$ cat src/rtl/ncd_pkg.sv
// package of constants and types for the nibble cpu register datapath
package ncd_pkg;
  // -----------------------------------------------------------------
  // widths
  // -----------------------------------------------------------------
  localparam int NIB_W = 4;
  localparam int PAGE_PTR_W = 3;
  localparam int STACK_DEPTH = 8;
  localparam int STACK_PTR_W = 3;
  localparam int PC_W = 12;
  localparam int DP_W = 8;
  localparam int ROM_W = 10;
  localparam int IN_PAGE_W = 7;

  // -----------------------------------------------------------------
  // reset values
  // -----------------------------------------------------------------
  localparam logic [2:0] SP_RESET = 3'h7;
  localparam logic [3:0] ACC_RESET = 4'h0;
  localparam logic UPT_RESET = 1'b0;

  // -----------------------------------------------------------------
  // register map, byte addresses
  // -----------------------------------------------------------------
  localparam logic [7:0] ADDR_CTRL = 8'h00;
  localparam logic [7:0] ADDR_OPERAND = 8'h04;
  localparam logic [7:0] ADDR_STATUS = 8'h08;
  localparam logic [7:0] ADDR_PAIR = 8'h0C;
  localparam logic [7:0] ADDR_RESULT = 8'h10;
  localparam logic [7:0] ADDR_CONTEXT = 8'h14;

  // -----------------------------------------------------------------
  // control register fields
  // -----------------------------------------------------------------
  localparam int CTRL_OP_LSB = 0;
  localparam int CTRL_OP_W = 5;

  // -----------------------------------------------------------------
  // axi responses
  // -----------------------------------------------------------------
  localparam logic [1:0] RESP_OKAY = 2'h0;
  localparam logic [1:0] RESP_SLVERR = 2'h2;

  // -----------------------------------------------------------------
  // operation codes written to the control register
  // -----------------------------------------------------------------
  typedef enum logic [4:0] {
    OP_NOP = 5'h00,
    OP_ADD_CARRY = 5'h01,
    OP_ADD_IMM = 5'h02,
    OP_ADD_MEM = 5'h03,
    OP_AND_MEM = 5'h04,
    OP_OR_MEM = 5'h05,
    OP_CMP_MEM = 5'h06,
    OP_ROT_RIGHT = 5'h07,
    OP_SET_CARRY = 5'h08,
    OP_CLR_CARRY = 5'h09,
    OP_SET_BIT = 5'h0A,
    OP_CLR_BIT = 5'h0B,
    OP_LOAD_ACC = 5'h0C,
    OP_ACC_TO_AUX = 5'h0D,
    OP_XCH_AUX = 5'h0E,
    OP_AUX_ACC_TO_PAIR = 5'h0F,
    OP_PAIR_TO_AUX_ACC = 5'h10,
    OP_LOAD_PAGE = 5'h11,
    OP_SET_UPPER = 5'h12,
    OP_CLR_UPPER = 5'h13,
    OP_CALL = 5'h14,
    OP_TABLE = 5'h15,
    OP_RETURN = 5'h16,
    OP_INT_ENTRY = 5'h17,
    OP_INT_RETURN = 5'h18,
    OP_SP_TO_ACC = 5'h19
  } ncd_op_t;
endpackage

$ cat src/rtl/ncd_stack_mem.sv
// eight entry return address memory with registered read data
`timescale 1ns/1ps
`default_nettype none
module ncd_stack_mem #(
  parameter int DEPTH = 8,
  parameter int AW = 3,
  parameter int DW = 12
) (
  // clock
  input wire logic aclk,
  // write port
  input wire logic wr_en,
  input wire logic [AW-1:0] wr_addr,
  input wire logic [DW-1:0] wr_data,
  // read port
  input wire logic [AW-1:0] rd_addr,
  output logic [DW-1:0] rd_data
);
  logic [DW-1:0] mem [DEPTH];

  // write, overwriting whatever the slot held
  always_ff @(posedge aclk) begin
    if (wr_en) begin
      mem[wr_addr] <= wr_data;
    end
  end

  // registered read of the addressed slot
  always_ff @(posedge aclk) begin
    rd_data <= mem[rd_addr];
  end
endmodule
`default_nettype wire

$ cat src/rtl/ncd_alu.sv
// four bit arithmetic and logic unit
`timescale 1ns/1ps
`default_nettype none
module ncd_alu (
  // operation
  input wire logic [4:0] op,
  input wire logic [3:0] a,
  input wire logic [3:0] b,
  input wire logic [1:0] bit_sel,
  input wire logic cin,
  // results
  output logic [3:0] y,
  output logic cout,
  output logic equal
);
  logic [4:0] sum;

  // add, logic and bit operations on nibbles
  always_comb begin
    sum = {1'b0, a} + {1'b0, b} + ((op == ncd_pkg::OP_ADD_CARRY) ? {4'h0, cin} : 5'h00);
    y = a;
    cout = sum[4];
    equal = (a == b);
    case (op)
      ncd_pkg::OP_ADD_CARRY, ncd_pkg::OP_ADD_IMM, ncd_pkg::OP_ADD_MEM: y = sum[3:0];
      ncd_pkg::OP_AND_MEM: y = a & b;
      ncd_pkg::OP_OR_MEM: y = a | b;
      ncd_pkg::OP_SET_BIT: y = a | (4'h1 << bit_sel);
      ncd_pkg::OP_CLR_BIT: y = a & ~(4'h1 << bit_sel);
      ncd_pkg::OP_ROT_RIGHT: y = {cin, a[3:1]};
      default: y = a;
    endcase
  end
endmodule
`default_nettype wire

$ cat src/rtl/ncd_datapath.sv
// register and arithmetic datapath of the nibble cpu, axi4-lite controlled
// Function
// - alu works on 4-bit operands: add, compare, and, or, bit set/clear
// - 4-bit accumulator is operand and result of operations
// - add-with-carry sets carry flag when the sum carries out
// - add-immediate and add-memory leave the carry flag alone
// - rotate right moves accumulator bit 0 into carry
// - set-carry forces carry to one, clear-carry forces it to zero
// - 4-bit auxiliary register for storage and 8-bit transfers
// - 8-bit pair register: auxiliary is upper nibble, accumulator lower
// - pair and page pointer have no reset value; software loads them
// - page pointer and accumulator form the 7-bit in-page address
// - upper-table lookup puts rom bits 9:8 in pointer low bits, clears top
// - lookup with upper-table flag clear leaves page pointer unchanged
// - upper-table flag resets to zero, set and clear by instructions
// - stack saves pc on interrupt, call and table lookup
// - eight identical entries; interrupt and lookup each use one
// - pushing past eight wraps and silently overwrites oldest entries
// - 3-bit stack pointer advances on push, retreats on return
// - stack-pointer-to-accumulator copies the pointer into accumulator
// - interrupt entry saves dp, carry, skip, acc, aux; return restores
// - calls and lookups never touch the interrupt context register
// - stack pointer reads 7 after reset; first call uses entry 0
`timescale 1ns/1ps
`default_nettype none
module ncd_datapath (
  // clock and reset
  input wire logic aclk,
  input wire logic aresetn,
  // axi4-lite write address
  input wire logic [7:0] s_axi_awaddr,
  input wire logic s_axi_awvalid,
  output logic s_axi_awready,
  // axi4-lite write data
  input wire logic [31:0] s_axi_wdata,
  input wire logic [3:0] s_axi_wstrb,
  input wire logic s_axi_wvalid,
  output logic s_axi_wready,
  // axi4-lite write response
  output logic [1:0] s_axi_bresp,
  output logic s_axi_bvalid,
  input wire logic s_axi_bready,
  // axi4-lite read address
  input wire logic [7:0] s_axi_araddr,
  input wire logic s_axi_arvalid,
  output logic s_axi_arready,
  // axi4-lite read data
  output logic [31:0] s_axi_rdata,
  output logic [1:0] s_axi_rresp,
  output logic s_axi_rvalid,
  input wire logic s_axi_rready,
  // neighbour signals from decoder, pc and interrupt logic
  input wire logic [11:0] pc_in,
  input wire logic [7:0] dp_in,
  input wire logic skip_in,
  input wire logic [9:0] rom_data,
  // neighbour signals to pc and interrupt logic
  output logic [11:0] pc_return,
  output logic pc_return_valid,
  output logic [6:0] in_page_addr,
  output logic [7:0] dp_restore,
  output logic skip_restore,
  output logic restore_valid
);
  // -----------------------------------------------------------------
  // state
  // -----------------------------------------------------------------
  logic [3:0] acc;
  logic [3:0] aux;
  logic [7:0] pair;
  logic [2:0] page_ptr;
  logic carry_flag;
  logic upper_table_flag;
  logic [2:0] stack_level_pointer;
  logic equal_flag;
  logic [7:0] ctx_dp;
  logic ctx_carry;
  logic ctx_skip;
  logic [3:0] ctx_acc;
  logic [3:0] ctx_aux;
  logic [3:0] operand;
  logic [1:0] bit_sel;

  // -----------------------------------------------------------------
  // axi4-lite slave
  // -----------------------------------------------------------------
  logic aw_held;
  logic w_held;
  logic [7:0] aw_addr;
  logic [31:0] w_data;
  logic [3:0] w_strb;
  logic wr_go;
  logic op_go;
  ncd_pkg::ncd_op_t op;

  assign s_axi_awready = !aw_held && !s_axi_bvalid;
  assign s_axi_wready = !w_held && !s_axi_bvalid;
  assign s_axi_arready = !s_axi_rvalid;
  assign wr_go = aw_held && w_held;

  // capture address and data in either order
  always_ff @(posedge aclk) begin
    if (!aresetn) begin
      aw_held <= 1'b0;
      w_held <= 1'b0;
      aw_addr <= 8'h00;
      w_data <= 32'h0000_0000;
      w_strb <= 4'h0;
    end else begin
      if (s_axi_awvalid && s_axi_awready) begin
        aw_held <= 1'b1;
        aw_addr <= s_axi_awaddr;
      end else if (wr_go) begin
        aw_held <= 1'b0;
      end
      if (s_axi_wvalid && s_axi_wready) begin
        w_held <= 1'b1;
        w_data <= s_axi_wdata;
        w_strb <= s_axi_wstrb;
      end else if (wr_go) begin
        w_held <= 1'b0;
      end
    end
  end

  // write response one cycle after both halves are in
  always_ff @(posedge aclk) begin
    if (!aresetn) begin
      s_axi_bvalid <= 1'b0;
      s_axi_bresp <= ncd_pkg::RESP_OKAY;
    end else if (wr_go) begin
      s_axi_bvalid <= 1'b1;
      s_axi_bresp <= is_mapped(aw_addr) ? ncd_pkg::RESP_OKAY : ncd_pkg::RESP_SLVERR;
    end else if (s_axi_bready) begin
      s_axi_bvalid <= 1'b0;
    end
  end

  function automatic logic is_mapped(input logic [7:0] a);
    is_mapped = (a[7:2] <= ncd_pkg::ADDR_CONTEXT[7:2]);
  endfunction

  assign op_go = wr_go && (aw_addr[7:2] == ncd_pkg::ADDR_CTRL[7:2]) && w_strb[0];
  assign op = ncd_pkg::ncd_op_t'(op_go ? w_data[ncd_pkg::CTRL_OP_LSB +: ncd_pkg::CTRL_OP_W]
                                       : ncd_pkg::OP_NOP);

  // read data from the addressed register
  always_ff @(posedge aclk) begin
    if (!aresetn) begin
      s_axi_rvalid <= 1'b0;
      s_axi_rdata <= 32'h0000_0000;
      s_axi_rresp <= ncd_pkg::RESP_OKAY;
    end else if (s_axi_arvalid && s_axi_arready) begin
      s_axi_rvalid <= 1'b1;
      s_axi_rresp <= is_mapped(s_axi_araddr) ? ncd_pkg::RESP_OKAY : ncd_pkg::RESP_SLVERR;
      case (s_axi_araddr[7:2])
        ncd_pkg::ADDR_OPERAND[7:2]: s_axi_rdata <= {26'h0, bit_sel, operand};
        ncd_pkg::ADDR_STATUS[7:2]: s_axi_rdata <= {15'h0, stack_level_pointer,
          page_ptr, equal_flag, upper_table_flag, carry_flag, aux, acc};
        ncd_pkg::ADDR_PAIR[7:2]: s_axi_rdata <= {24'h0, pair};
        ncd_pkg::ADDR_RESULT[7:2]: s_axi_rdata <= {20'h0, pc_return};
        ncd_pkg::ADDR_CONTEXT[7:2]: s_axi_rdata <= {14'h0, ctx_dp, ctx_skip, ctx_carry,
          ctx_aux, ctx_acc};
        default: s_axi_rdata <= 32'h0000_0000;
      endcase
    end else if (s_axi_rready) begin
      s_axi_rvalid <= 1'b0;
    end
  end

  // -----------------------------------------------------------------
  // operand register
  // -----------------------------------------------------------------
  // immediate or memory nibble and bit index for the next operation
  always_ff @(posedge aclk) begin
    if (!aresetn) begin
      operand <= 4'h0;
      bit_sel <= 2'h0;
    end else if (wr_go && aw_addr[7:2] == ncd_pkg::ADDR_OPERAND[7:2] && w_strb[0]) begin
      operand <= w_data[3:0];
      bit_sel <= w_data[5:4];
    end
  end

  // -----------------------------------------------------------------
  // alu
  // -----------------------------------------------------------------
  logic [3:0] alu_y;
  logic alu_cout;
  logic alu_eq;

  ncd_alu u_alu (
    .op(op),
    .a(acc),
    .b(operand),
    .bit_sel(bit_sel),
    .cin(carry_flag),
    .y(alu_y),
    .cout(alu_cout),
    .equal(alu_eq)
  );

  // -----------------------------------------------------------------
  // accumulator and auxiliary
  // -----------------------------------------------------------------
  // accumulator updates from alu, transfers and context restore
  always_ff @(posedge aclk) begin
    if (!aresetn) begin
      acc <= ncd_pkg::ACC_RESET;
    end else begin
      case (op)
        ncd_pkg::OP_ADD_CARRY, ncd_pkg::OP_ADD_IMM, ncd_pkg::OP_ADD_MEM,
        ncd_pkg::OP_AND_MEM, ncd_pkg::OP_OR_MEM, ncd_pkg::OP_SET_BIT,
        ncd_pkg::OP_CLR_BIT, ncd_pkg::OP_ROT_RIGHT: acc <= alu_y;
        ncd_pkg::OP_LOAD_ACC: acc <= operand;
        ncd_pkg::OP_XCH_AUX: acc <= aux;
        ncd_pkg::OP_PAIR_TO_AUX_ACC: acc <= pair[3:0];
        ncd_pkg::OP_SP_TO_ACC: acc <= {1'b0, stack_level_pointer};
        ncd_pkg::OP_INT_RETURN: acc <= ctx_acc;
        default: acc <= acc;
      endcase
    end
  end

  // auxiliary register: temporary storage and pair upper nibble
  always_ff @(posedge aclk) begin
    if (!aresetn) begin
      aux <= 4'h0;
    end else begin
      case (op)
        ncd_pkg::OP_ACC_TO_AUX, ncd_pkg::OP_XCH_AUX: aux <= acc;
        ncd_pkg::OP_PAIR_TO_AUX_ACC: aux <= pair[7:4];
        ncd_pkg::OP_INT_RETURN: aux <= ctx_aux;
        default: aux <= aux;
      endcase
    end
  end

  // pair register has no reset value by design
  always_ff @(posedge aclk) begin
    if (op == ncd_pkg::OP_AUX_ACC_TO_PAIR) begin
      pair <= {aux, acc};
    end
  end

  // -----------------------------------------------------------------
  // carry and compare flags
  // -----------------------------------------------------------------
  // carry changes only on add-with-carry, rotate, set, clear and interrupt return
  always_ff @(posedge aclk) begin
    if (!aresetn) begin
      carry_flag <= 1'b0;
    end else begin
      case (op)
        ncd_pkg::OP_ADD_CARRY: carry_flag <= alu_cout;
        ncd_pkg::OP_ROT_RIGHT: carry_flag <= acc[0];
        ncd_pkg::OP_SET_CARRY: carry_flag <= 1'b1;
        ncd_pkg::OP_CLR_CARRY: carry_flag <= 1'b0;
        ncd_pkg::OP_INT_RETURN: carry_flag <= ctx_carry;
        default: carry_flag <= carry_flag;
      endcase
    end
  end

  // compare result stands until the next compare
  always_ff @(posedge aclk) begin
    if (!aresetn) begin
      equal_flag <= 1'b0;
    end else if (op == ncd_pkg::OP_CMP_MEM) begin
      equal_flag <= alu_eq;
    end
  end

  // -----------------------------------------------------------------
  // page pointer and upper-table flag
  // -----------------------------------------------------------------
  // page pointer has no reset value by design
  always_ff @(posedge aclk) begin
    if (op == ncd_pkg::OP_LOAD_PAGE) begin
      page_ptr <= operand[2:0];
    end else if (op == ncd_pkg::OP_TABLE && upper_table_flag) begin
      page_ptr <= {1'b0, rom_data[9:8]};
    end
  end

  assign in_page_addr = {page_ptr, acc};

  // upper-table flag
  always_ff @(posedge aclk) begin
    if (!aresetn) begin
      upper_table_flag <= ncd_pkg::UPT_RESET;
    end else if (op == ncd_pkg::OP_SET_UPPER) begin
      upper_table_flag <= 1'b1;
    end else if (op == ncd_pkg::OP_CLR_UPPER) begin
      upper_table_flag <= 1'b0;
    end
  end

  // -----------------------------------------------------------------
  // return address stack
  // -----------------------------------------------------------------
  logic push;
  logic pop;
  logic [2:0] next_sp;
  logic [11:0] stack_rd;

  assign push = (op == ncd_pkg::OP_CALL) || (op == ncd_pkg::OP_TABLE) ||
                (op == ncd_pkg::OP_INT_ENTRY);
  assign pop = (op == ncd_pkg::OP_RETURN) || (op == ncd_pkg::OP_INT_RETURN);
  assign next_sp = stack_level_pointer + 3'h1;

  ncd_stack_mem #(
    .DEPTH(ncd_pkg::STACK_DEPTH),
    .AW(ncd_pkg::STACK_PTR_W),
    .DW(ncd_pkg::PC_W)
  ) u_stack (
    .aclk(aclk),
    .wr_en(push),
    .wr_addr(next_sp),
    .wr_data(pc_in),
    .rd_addr(stack_level_pointer),
    .rd_data(stack_rd)
  );

  // pointer: push advances, return retreats, both modulo eight
  always_ff @(posedge aclk) begin
    if (!aresetn) begin
      stack_level_pointer <= ncd_pkg::SP_RESET;
    end else if (push) begin
      stack_level_pointer <= next_sp;
    end else if (pop) begin
      stack_level_pointer <= stack_level_pointer - 3'h1;
    end
  end

  // return address appears one cycle after the return
  always_ff @(posedge aclk) begin
    if (!aresetn) begin
      pc_return_valid <= 1'b0;
      pc_return <= 12'h000;
    end else begin
      pc_return_valid <= 1'b0;
      if (pop) begin
        pc_return <= stack_rd;
        pc_return_valid <= 1'b1;
      end
    end
  end

  // -----------------------------------------------------------------
  // interrupt context register
  // -----------------------------------------------------------------
  // only interrupt entry writes the context
  always_ff @(posedge aclk) begin
    if (!aresetn) begin
      ctx_dp <= 8'h00;
      ctx_carry <= 1'b0;
      ctx_skip <= 1'b0;
      ctx_acc <= 4'h0;
      ctx_aux <= 4'h0;
    end else if (op == ncd_pkg::OP_INT_ENTRY) begin
      ctx_dp <= dp_in;
      ctx_carry <= carry_flag;
      ctx_skip <= skip_in;
      ctx_acc <= acc;
      ctx_aux <= aux;
    end
  end

  // restore strobe for data pointer and skip flag on interrupt return
  always_ff @(posedge aclk) begin
    if (!aresetn) begin
      restore_valid <= 1'b0;
      dp_restore <= 8'h00;
      skip_restore <= 1'b0;
    end else begin
      restore_valid <= (op == ncd_pkg::OP_INT_RETURN);
      dp_restore <= ctx_dp;
      skip_restore <= ctx_skip;
    end
  end
endmodule
`default_nettype wire

$ cat config.mk
export PLATFORM = sky130hd
export DESIGN_NAME = ncd_datapath
export DESIGN_NICKNAME = d
export VERILOG_FILES = /design/src/rtl/ncd_pkg.sv /design/src/rtl/ncd_stack_mem.sv /design/src/rtl/ncd_alu.sv /design/src/rtl/ncd_datapath.sv
export SDC_FILE = /design/constraint.sdc
export NUM_CORES = 1
export LEC_CHECK = 0
export ABC_AREA = 1
export ABC_CLOCK_PERIOD_IN_PS = 3000
export BUFFER_PORTS_ARGS = -buffer_cell sky130_fd_sc_hd__buf_4
export CORE_ASPECT_RATIO = 1.4
export CORE_MARGIN = 4
export CORE_UTILIZATION = 28
export DETAILED_ROUTE_END_ITERATION = 8
export PLACE_DENSITY_LB_ADDON = 0.08
export SYNTH_ARGS = -nofsm -noshare
export SYNTH_HDL_FRONTEND = slang
export SYNTH_SLANG_ARGS = --single-unit
$ cat constraint.sdc
create_clock -name aclk -period 3 [get_ports aclk]
set_input_delay 0.3 -clock aclk [delete_from_list [all_inputs] [get_ports aclk]]
set_output_delay 0.3 -clock aclk [all_outputs]
set_load 0.01 [all_outputs]
== Word level (Yosys, flattened, before mapping) ==
Memories as Yosys holds them, arrays and structs flattened. A register that Yosys moved wholly into a read port is not among the register bits.
Cells that the tools add are included.
W data, S select, Z words.
Word-level totals
  bits in registers: 127
  RAM bits: 96
  output and inout bits: 71
  logic and storage cells: 134
  input port bits: 90
  memories: 1
Operators by class
  equal/unequal tests: 33
  mux-type cells: 25
  shift-type cells: 1
  $lt $le $gt $ge: 2
  reduce and logical (&&, ||, !) cells: 33
  bitwise logic cells: 5
  add/sub/neg operators: 4
Memories
  u_stack.mem: depth 8, width 12, rd ports 1, clocked after Yosys merged registers in 1, wr ports 1, RTL line ncd_stack_mem.sv:19  | logic [DW-1:0] mem [DEPTH];
Operators with widths (count)
  $pmux W18 S5: 1
  $eq A5 B5 Y1 const B: 10
  $pmux W4 S6: 2
  $eq A5 B4 Y1 const B: 8
  $eq A5 B3 Y1 const B: 4
  $reduce_bool A2 Y1: 7
  $mux W1: 13
  $eq A6 B1 Y1 const B: 2
  $eq A6 B2 Y1 const B: 2
  $eq A6 B3 Y1 const B: 2
  $le A6 B3 Y1 const B: 2
  $mux W3: 4
  $pmux W4 S3: 1
  $logic_and A1 B1 Y1: 11
  $eq A5 B2 Y1 const B: 2
  $and A4 B4 Y4: 2
  $or A4 B4 Y4: 2
  $reduce_or A8 Y1: 1
  $ne A7 B1 Y1 const B: 1
  $logic_not A6 Y1: 1
  $reduce_bool A6 Y1: 1
  $add A4 B4 Y5: 1
  $add A5 B5 Y5: 1
  $eq A5 B1 Y1 const B: 1
  15 further kinds: 21

== Longest topological paths before layout ==
  depth in word-level cells: 9
  gate-level depth with buffers: 17
  depth with buffers taken out: 17

== By module ==
A second synthesis with hierarchy kept.
Unflattened totals
  cells, all modules: 1213
  area total of the unflattened synthesis: 10139.7 µm²
Modules (own cells, without submodules)
  ncd_datapath: times used 1, area each 5033.6 µm², cells each 646, seq. area each 2292.2 µm²
  ncd_stack_mem: times used 1, area each 4479.3 µm², cells each 445, seq. area each 3123.0 µm²
  ncd_alu: times used 1, area each 626.9 µm², cells each 122, seq. area each 0.0 µm²

== Least setup slack after synthesis ==
No wires, ideal clock.
  kind: reg2reg
  start: register w_held
  end: register carry_flag
  cell stages (with the launch flop): 16
  clock period less this slack: 2565 ps
  arrival time: 2433 ps
  buffers on the path: 0
  path slack: 435 ps
  required time: 2868 ps
  setup time: 132 ps
  path through: dfxtp_1 > nand3_2 > nor2_8 > nand3_4 > nand2_2 > inv_1 > nand2_2 > nor2_1 > fa_1 > fa_1 > nand2_1 > nand2_1 > a21oi_1 > o21ai_0 > nand4_1 > a21oi_1
Between the ends
  longest elaborated chain between the ends: 8
  elaborated cells between the ends (all ways): 13
  classes of those cells: 1 x add/sub; 5 x eq/ne; 3 x mux; 4 x reduce/logical
RTL lines
  from (decl): RTL line ncd_datapath.sv:88  | logic w_held;
  from (signal assigned): RTL line ncd_datapath.sv:105  | w_held <= 1'b0;
  from (signal assigned): RTL line ncd_datapath.sv:117  | w_held <= 1'b1;
  from (signal assigned): RTL line ncd_datapath.sv:121  | w_held <= 1'b0;
  $logic_and A1 B1 Y1 (*): RTL line ncd_datapath.sv:99  | assign wr_go = aw_held && w_held;
  $logic_and A1 B1 Y1 (*) (2 in series): RTL line ncd_datapath.sv:143  | assign op_go = wr_go && (aw_addr[7:2] == ncd_pkg::ADDR_CTRL[7:2]) && w_strb[0];
  $mux W5 (*): RTL line ncd_datapath.sv:144  | assign op = ncd_pkg::ncd_op_t'(op_go ? w_data[ncd_pkg::CTRL_OP_LSB +: ncd_pkg::CTRL_OP_W]
  $eq A5 B1 Y1: RTL line ncd_alu.sv:20, ncd_datapath.sv:254
  $mux W1: RTL line ncd_alu.sv:20  | sum = {1'b0, a} + {1'b0, b} + ((op == ncd_pkg::OP_ADD_CARRY) ? {4'h0, cin} : 5'h00);
  $add A5 B5 Y5: RTL line ncd_alu.sv:20
  $pmux W1 S5: RTL line ncd_datapath.sv:254  | case (op)
  to (signal assigned): RTL line ncd_datapath.sv:255  | ncd_pkg::OP_ADD_CARRY: carry_flag <= alu_cout;
  to (signal assigned): RTL line ncd_datapath.sv:256  | ncd_pkg::OP_ROT_RIGHT: carry_flag <= acc[0];
  to (signal assigned): RTL line ncd_datapath.sv:259  | ncd_pkg::OP_INT_RETURN: carry_flag <= ctx_carry;
  to (decl): RTL line ncd_datapath.sv:72  | logic carry_flag;
Mark *: on every way between the ends. The rest lies on a longest branch, timed or not.
A chain may end at the register's enable or synchronous reset.

== Worst setup path after layout ==
  start: register aw_addr[7]
  end: register carry_flag
Between the ends
  longest elaborated chain between the ends: 8
  elaborated cells between the ends (all ways): 13
  classes of those cells: 1 x add/sub; 5 x eq/ne; 3 x mux; 4 x reduce/logical
RTL lines
  from (decl): RTL line ncd_datapath.sv:89  | logic [7:0] aw_addr;
  from (signal assigned): RTL line ncd_datapath.sv:112  | aw_addr <= s_axi_awaddr;
  $logic_not A6 Y1 (*): RTL line ncd_datapath.sv:143
  $logic_and A1 B1 Y1 (*) (2 in series): RTL line ncd_datapath.sv:143
  $mux W5 (*): RTL line ncd_datapath.sv:144
  $eq A5 B1 Y1: RTL line ncd_alu.sv:20, ncd_datapath.sv:254
  $mux W1: RTL line ncd_alu.sv:20
  $add A5 B5 Y5: RTL line ncd_alu.sv:20
  $pmux W1 S5: RTL line ncd_datapath.sv:254
Marks and branches as above.

==> key figures <==
Outcome
  – Status: complete, no violations

Timing
  – Fmax: 352 MHz
  – Worst slew pin tran: 662 ps
  – Hold violation count in the final report: 0
  – Sum Neg Setup Slack: 0 ps
  – Slew HR: 0.556
  – Post-route setup slack: 157 ps
  – Finish-stage setup viols: 0
  – RSZ-0062 raised after global routing: false
  – Min cycle time layout: 2840 ps
  – Final slew viol count: 0
  – Fin crit share: 0.948
  – Final Skew: 9.54 ps

Synth
  – Number of synthesized flops with an enable pin: 107
  – Distinct cells, synth: 49
  – Netlist Area Pre-Place: 9590 sq um
  – Post-synthesis cell count: 1043
  – Ys Warns: 0
  – Syn_area_per_cell: 9.19 sq um
  – Async set-reset flop share out of synthesis: 0
  – Ys flop type: dfxtp_1
  – Register bit count reported by yosys: 217
  – Post-synthesis sequential area ratio: 0.565

Finish
  – Nets: 1271
  – Ant. Diodes: 0
  – Share of layout cells above drive strength 1: 0.183
  – Area Growth Syn to Fin: 23.1%
  – Area of the multi-input gates: 3540 sq um
  – FF/Latch Area: 5420 sq um
  – Commonest non-fill, non-tap cell in the layout: nor2_1
  – Final cell count without fillers: 1638
  – Final Instance Area: 11800 sq um
  – Most frequent cells in the layout: 167 x nor2_1, 136 x buf_4, 133 x nand2_1
  – Fillers: 3477

Power
  – Sequential power share: 0.500
  – Clock power share: 0.455
  – Lkg Pwr: 4.80 nW
  – Switch Pwr: 1.42 mW
  – P per Cell Area: 535 nW/um^2
  – Sw frac: 0.225
  – Tot Pwr: 6.32 mW
  – VDD IR max: 0.000377 V
  – Combinational power share: 0.044
  – Power Internal: 4.90 mW

Route
  – Post-Route WL: 30500 um
  – Post-route ant nets: 0
  – Residual DRC: 0
  – Initial DRC Count: 440
  – WL per Instance: 18.6 um
  – Vias per inst: 4.63
  – Pre-Repair DR Iteration Count: 5
  – Vias: 7582

Clocking
  – Bufs on Longest Clock Path: 3
  – Reg clk slew, reported paths: 60 ps
  – TritonCTS clock tree: yes
  – Clk_lat worst skew: 530 ps
  – Root Buffer: clkbuf_16
  – CTS sink cnt: 217
  – H-Tree Depth: 1
  – Total CTS buffers: 25

Setup path
  – CP startpoint kind: register
  – CP Data Arrival Time: 3230 ps
  – Worst setup path startpoint: aw_addr[7]$_SDFFE_PN0P_
  – Setup CP Type: register to register
  – Critical Path Sink Type: register
  – CP Max Fanout: 5
  – WP data required: 3390 ps
  – R2R Path Start: aw_addr[7]$_SDFFE_PN0P_
  – FF-to-FF setup slack: 160 ps
  – Reg2reg path depth: 16
  – R2r endpoint: carry_flag$_SDFFE_PN0P_

Hold path
  – Hold Path Cell Cnt: 1
  – Hold crit path type: input port to register
  – Min-delay src: pc_in[5]
  – Min-Delay Endpoint: u_stack.mem[7][5]$_DFFE_PP_

Floorplanning
  – Chip Height: 227 um
  – FP Rows: 79
  – Full die area: 37300 sq um
  – Die Wd: 164 um
  – Initial Util: 0.286
  – Boundary Pins: 161
  – CORE AREA: 33500 sq um

GRT
  – First-pass GRT wire length: 46200 um
  – All-layer global routing usage: 0.161
  – Antenna violations before repair: 0
  – Vias in the first global route: 7571
  – Pin count of the biggest net entering global routing: 56
  – Grt ovf: 0

Placement
  – Post-Place Cells: 1577
  – DP HPWL: 21300 um
  – Routability cong.: 0.907
  – Buffers added on ports: 103
  – DP Area: 10900 sq um
  – DP Worst Slack: 135 ps

Job
  – Max Cap Viol: 0
-- per-layer routing --
metal	part of all wire	wire, um	vias up	GRT usage
met1	0.40	12200	3595	0.191
met5	0	0	-	0
met2	0.54	16400	155	0.307
li1	-	-	3796	-
met4	0.020	609	0	0.0405
met3	0.040	1230	36	0.0179
-- repair_timing --
| item | CTS | global route |
|---|---|---|
| setup buffers | 0 | 0 |
| gates resized for setup | 0 | 2 |
| endpoints found under the hold margin | 51 | 0 |
| hold buffers | 15 | 0 |
| endpoints found under the setup margin | 0 | 1 |
-- kinds of logic (layout without fill, tap and decap cells) --
logic type               count (synthesis)  in the layout  synth area share
flip-flops                             217            217             0.565
XOR/XNOR                                 4              4           0.00365
adder cells (fa/ha/maj)                  7              7            0.0107
AO/OA/AOI/OAI                          260            260             0.152
AND/OR/NAND/NOR                        395            395             0.197
other                                    1             16          0.000391
buffers and inverters                  159            294            0.0719
-- through the flow --
step                      hold WS (ps)  utilization
final                             9.40        0.352
after global routing              9.61        0.352
after CTS                        0.575        0.352
after detailed placement           420        0.325
after global placement             412        0.325
after floorplan                    399            -
-- worst max-delay path, cell delays in order, from the launching register on --
cell,delay [ps]
dfxtp_1,310
nor2_1,100
nand2_1,150
nor2_8,180
nand3_4,130
nand2_2,150
inv_1,60
nand2_2,110
nor2_1,90
fa_1,420
fa_1,420
nand2_1,80
nand2_1,50
a21oi_1,210
o21ai_0,130
nand4_1,80
a21oi_1,70
-- area by class of cell --
type                            instances  area share
Sequential cell                       217       0.459
Multi-Input combinational cell        682       0.300
Timing Repair Buffer                  151      0.0992
Clock buffer                           38      0.0580
Tap cell                              445      0.0471
Inverter                               97      0.0308
Clock inverter                          8     0.00625
-- flip-flops by register name, indices dropped and copies added (netlist names), 6 cells and up --
| signal | flops |
|---|---|
| u_stack.mem | 96 |
| pair | 8 |
| ctx_dp | 8 |
| dp_restore | 8 |
| pc_return | 12 |
| aw_addr | 6 |
| w_data | 6 |
| s_axi_rdata | 18 |
| u_stack.rd_data | 12 |
-- power groups by stage --
stage / combinational, mW / sequential (mW) / clock (mW)
6_report: 0.281 / 3.16 / 2.88
5_1_grt: 0.310 / 3.16 / 3.07
4_1_cts: 0.284 / 3.16 / 2.97
3_5_place_dp: 0.267 / 3.22 / 0
3_3_place_gp: 0.267 / 3.22 / 0
2_1_floorplan: 0.142 / 3.22 / 0
-- synthesized netlist by cell type, types with 5 or more instances --
| library cell | number | share of area |
|---|---|---|
| nor2_1 | 167 | 0.065 |
| nand2_1 | 133 | 0.052 |
| o21ai_0 | 121 | 0.063 |
| dfxtp_1 | 110 | 0.23 |
| edfxtp_1 | 107 | 0.34 |
| inv_1 | 89 | 0.035 |
| a21oi_1 | 68 | 0.035 |
| clkbuf_1 | 35 | 0.014 |
| nand3_1 | 26 | 0.014 |
| buf_4 | 17 | 0.013 |
| nor3_1 | 17 | 0.0089 |
| o22ai_1 | 15 | 0.0098 |
| a31oi_1 | 12 | 0.0078 |
| o21ai_1 | 12 | 0.0063 |
| nand2_2 | 10 | 0.0065 |
| nand4_1 | 9 | 0.0059 |
| o221ai_1 | 8 | 0.0073 |
| nor2_4 | 6 | 0.0070 |
| a221oi_1 | 5 | 0.0046 |
| a22oi_1 | 5 | 0.0039 |
| ha_1 | 5 | 0.0065 |
| nand2_4 | 5 | 0.0059 |
| nand3_2 | 5 | 0.0052 |
-- worst max-delay path by stage --
stage                                         end  slack [ps]  cells after the start
after CTS                 carry_flag$_SDFFE_PN0P_         110                     15
after detailed placement  carry_flag$_SDFFE_PN0P_         130                     15
final                     carry_flag$_SDFFE_PN0P_         160                     16
after global routing      carry_flag$_SDFFE_PN0P_           2                     16
after floorplan           carry_flag$_SDFFE_PN0P_         430                     15
after global placement    carry_flag$_SDFFE_PN0P_         180                     16
(Power assumes the default switching activity.)
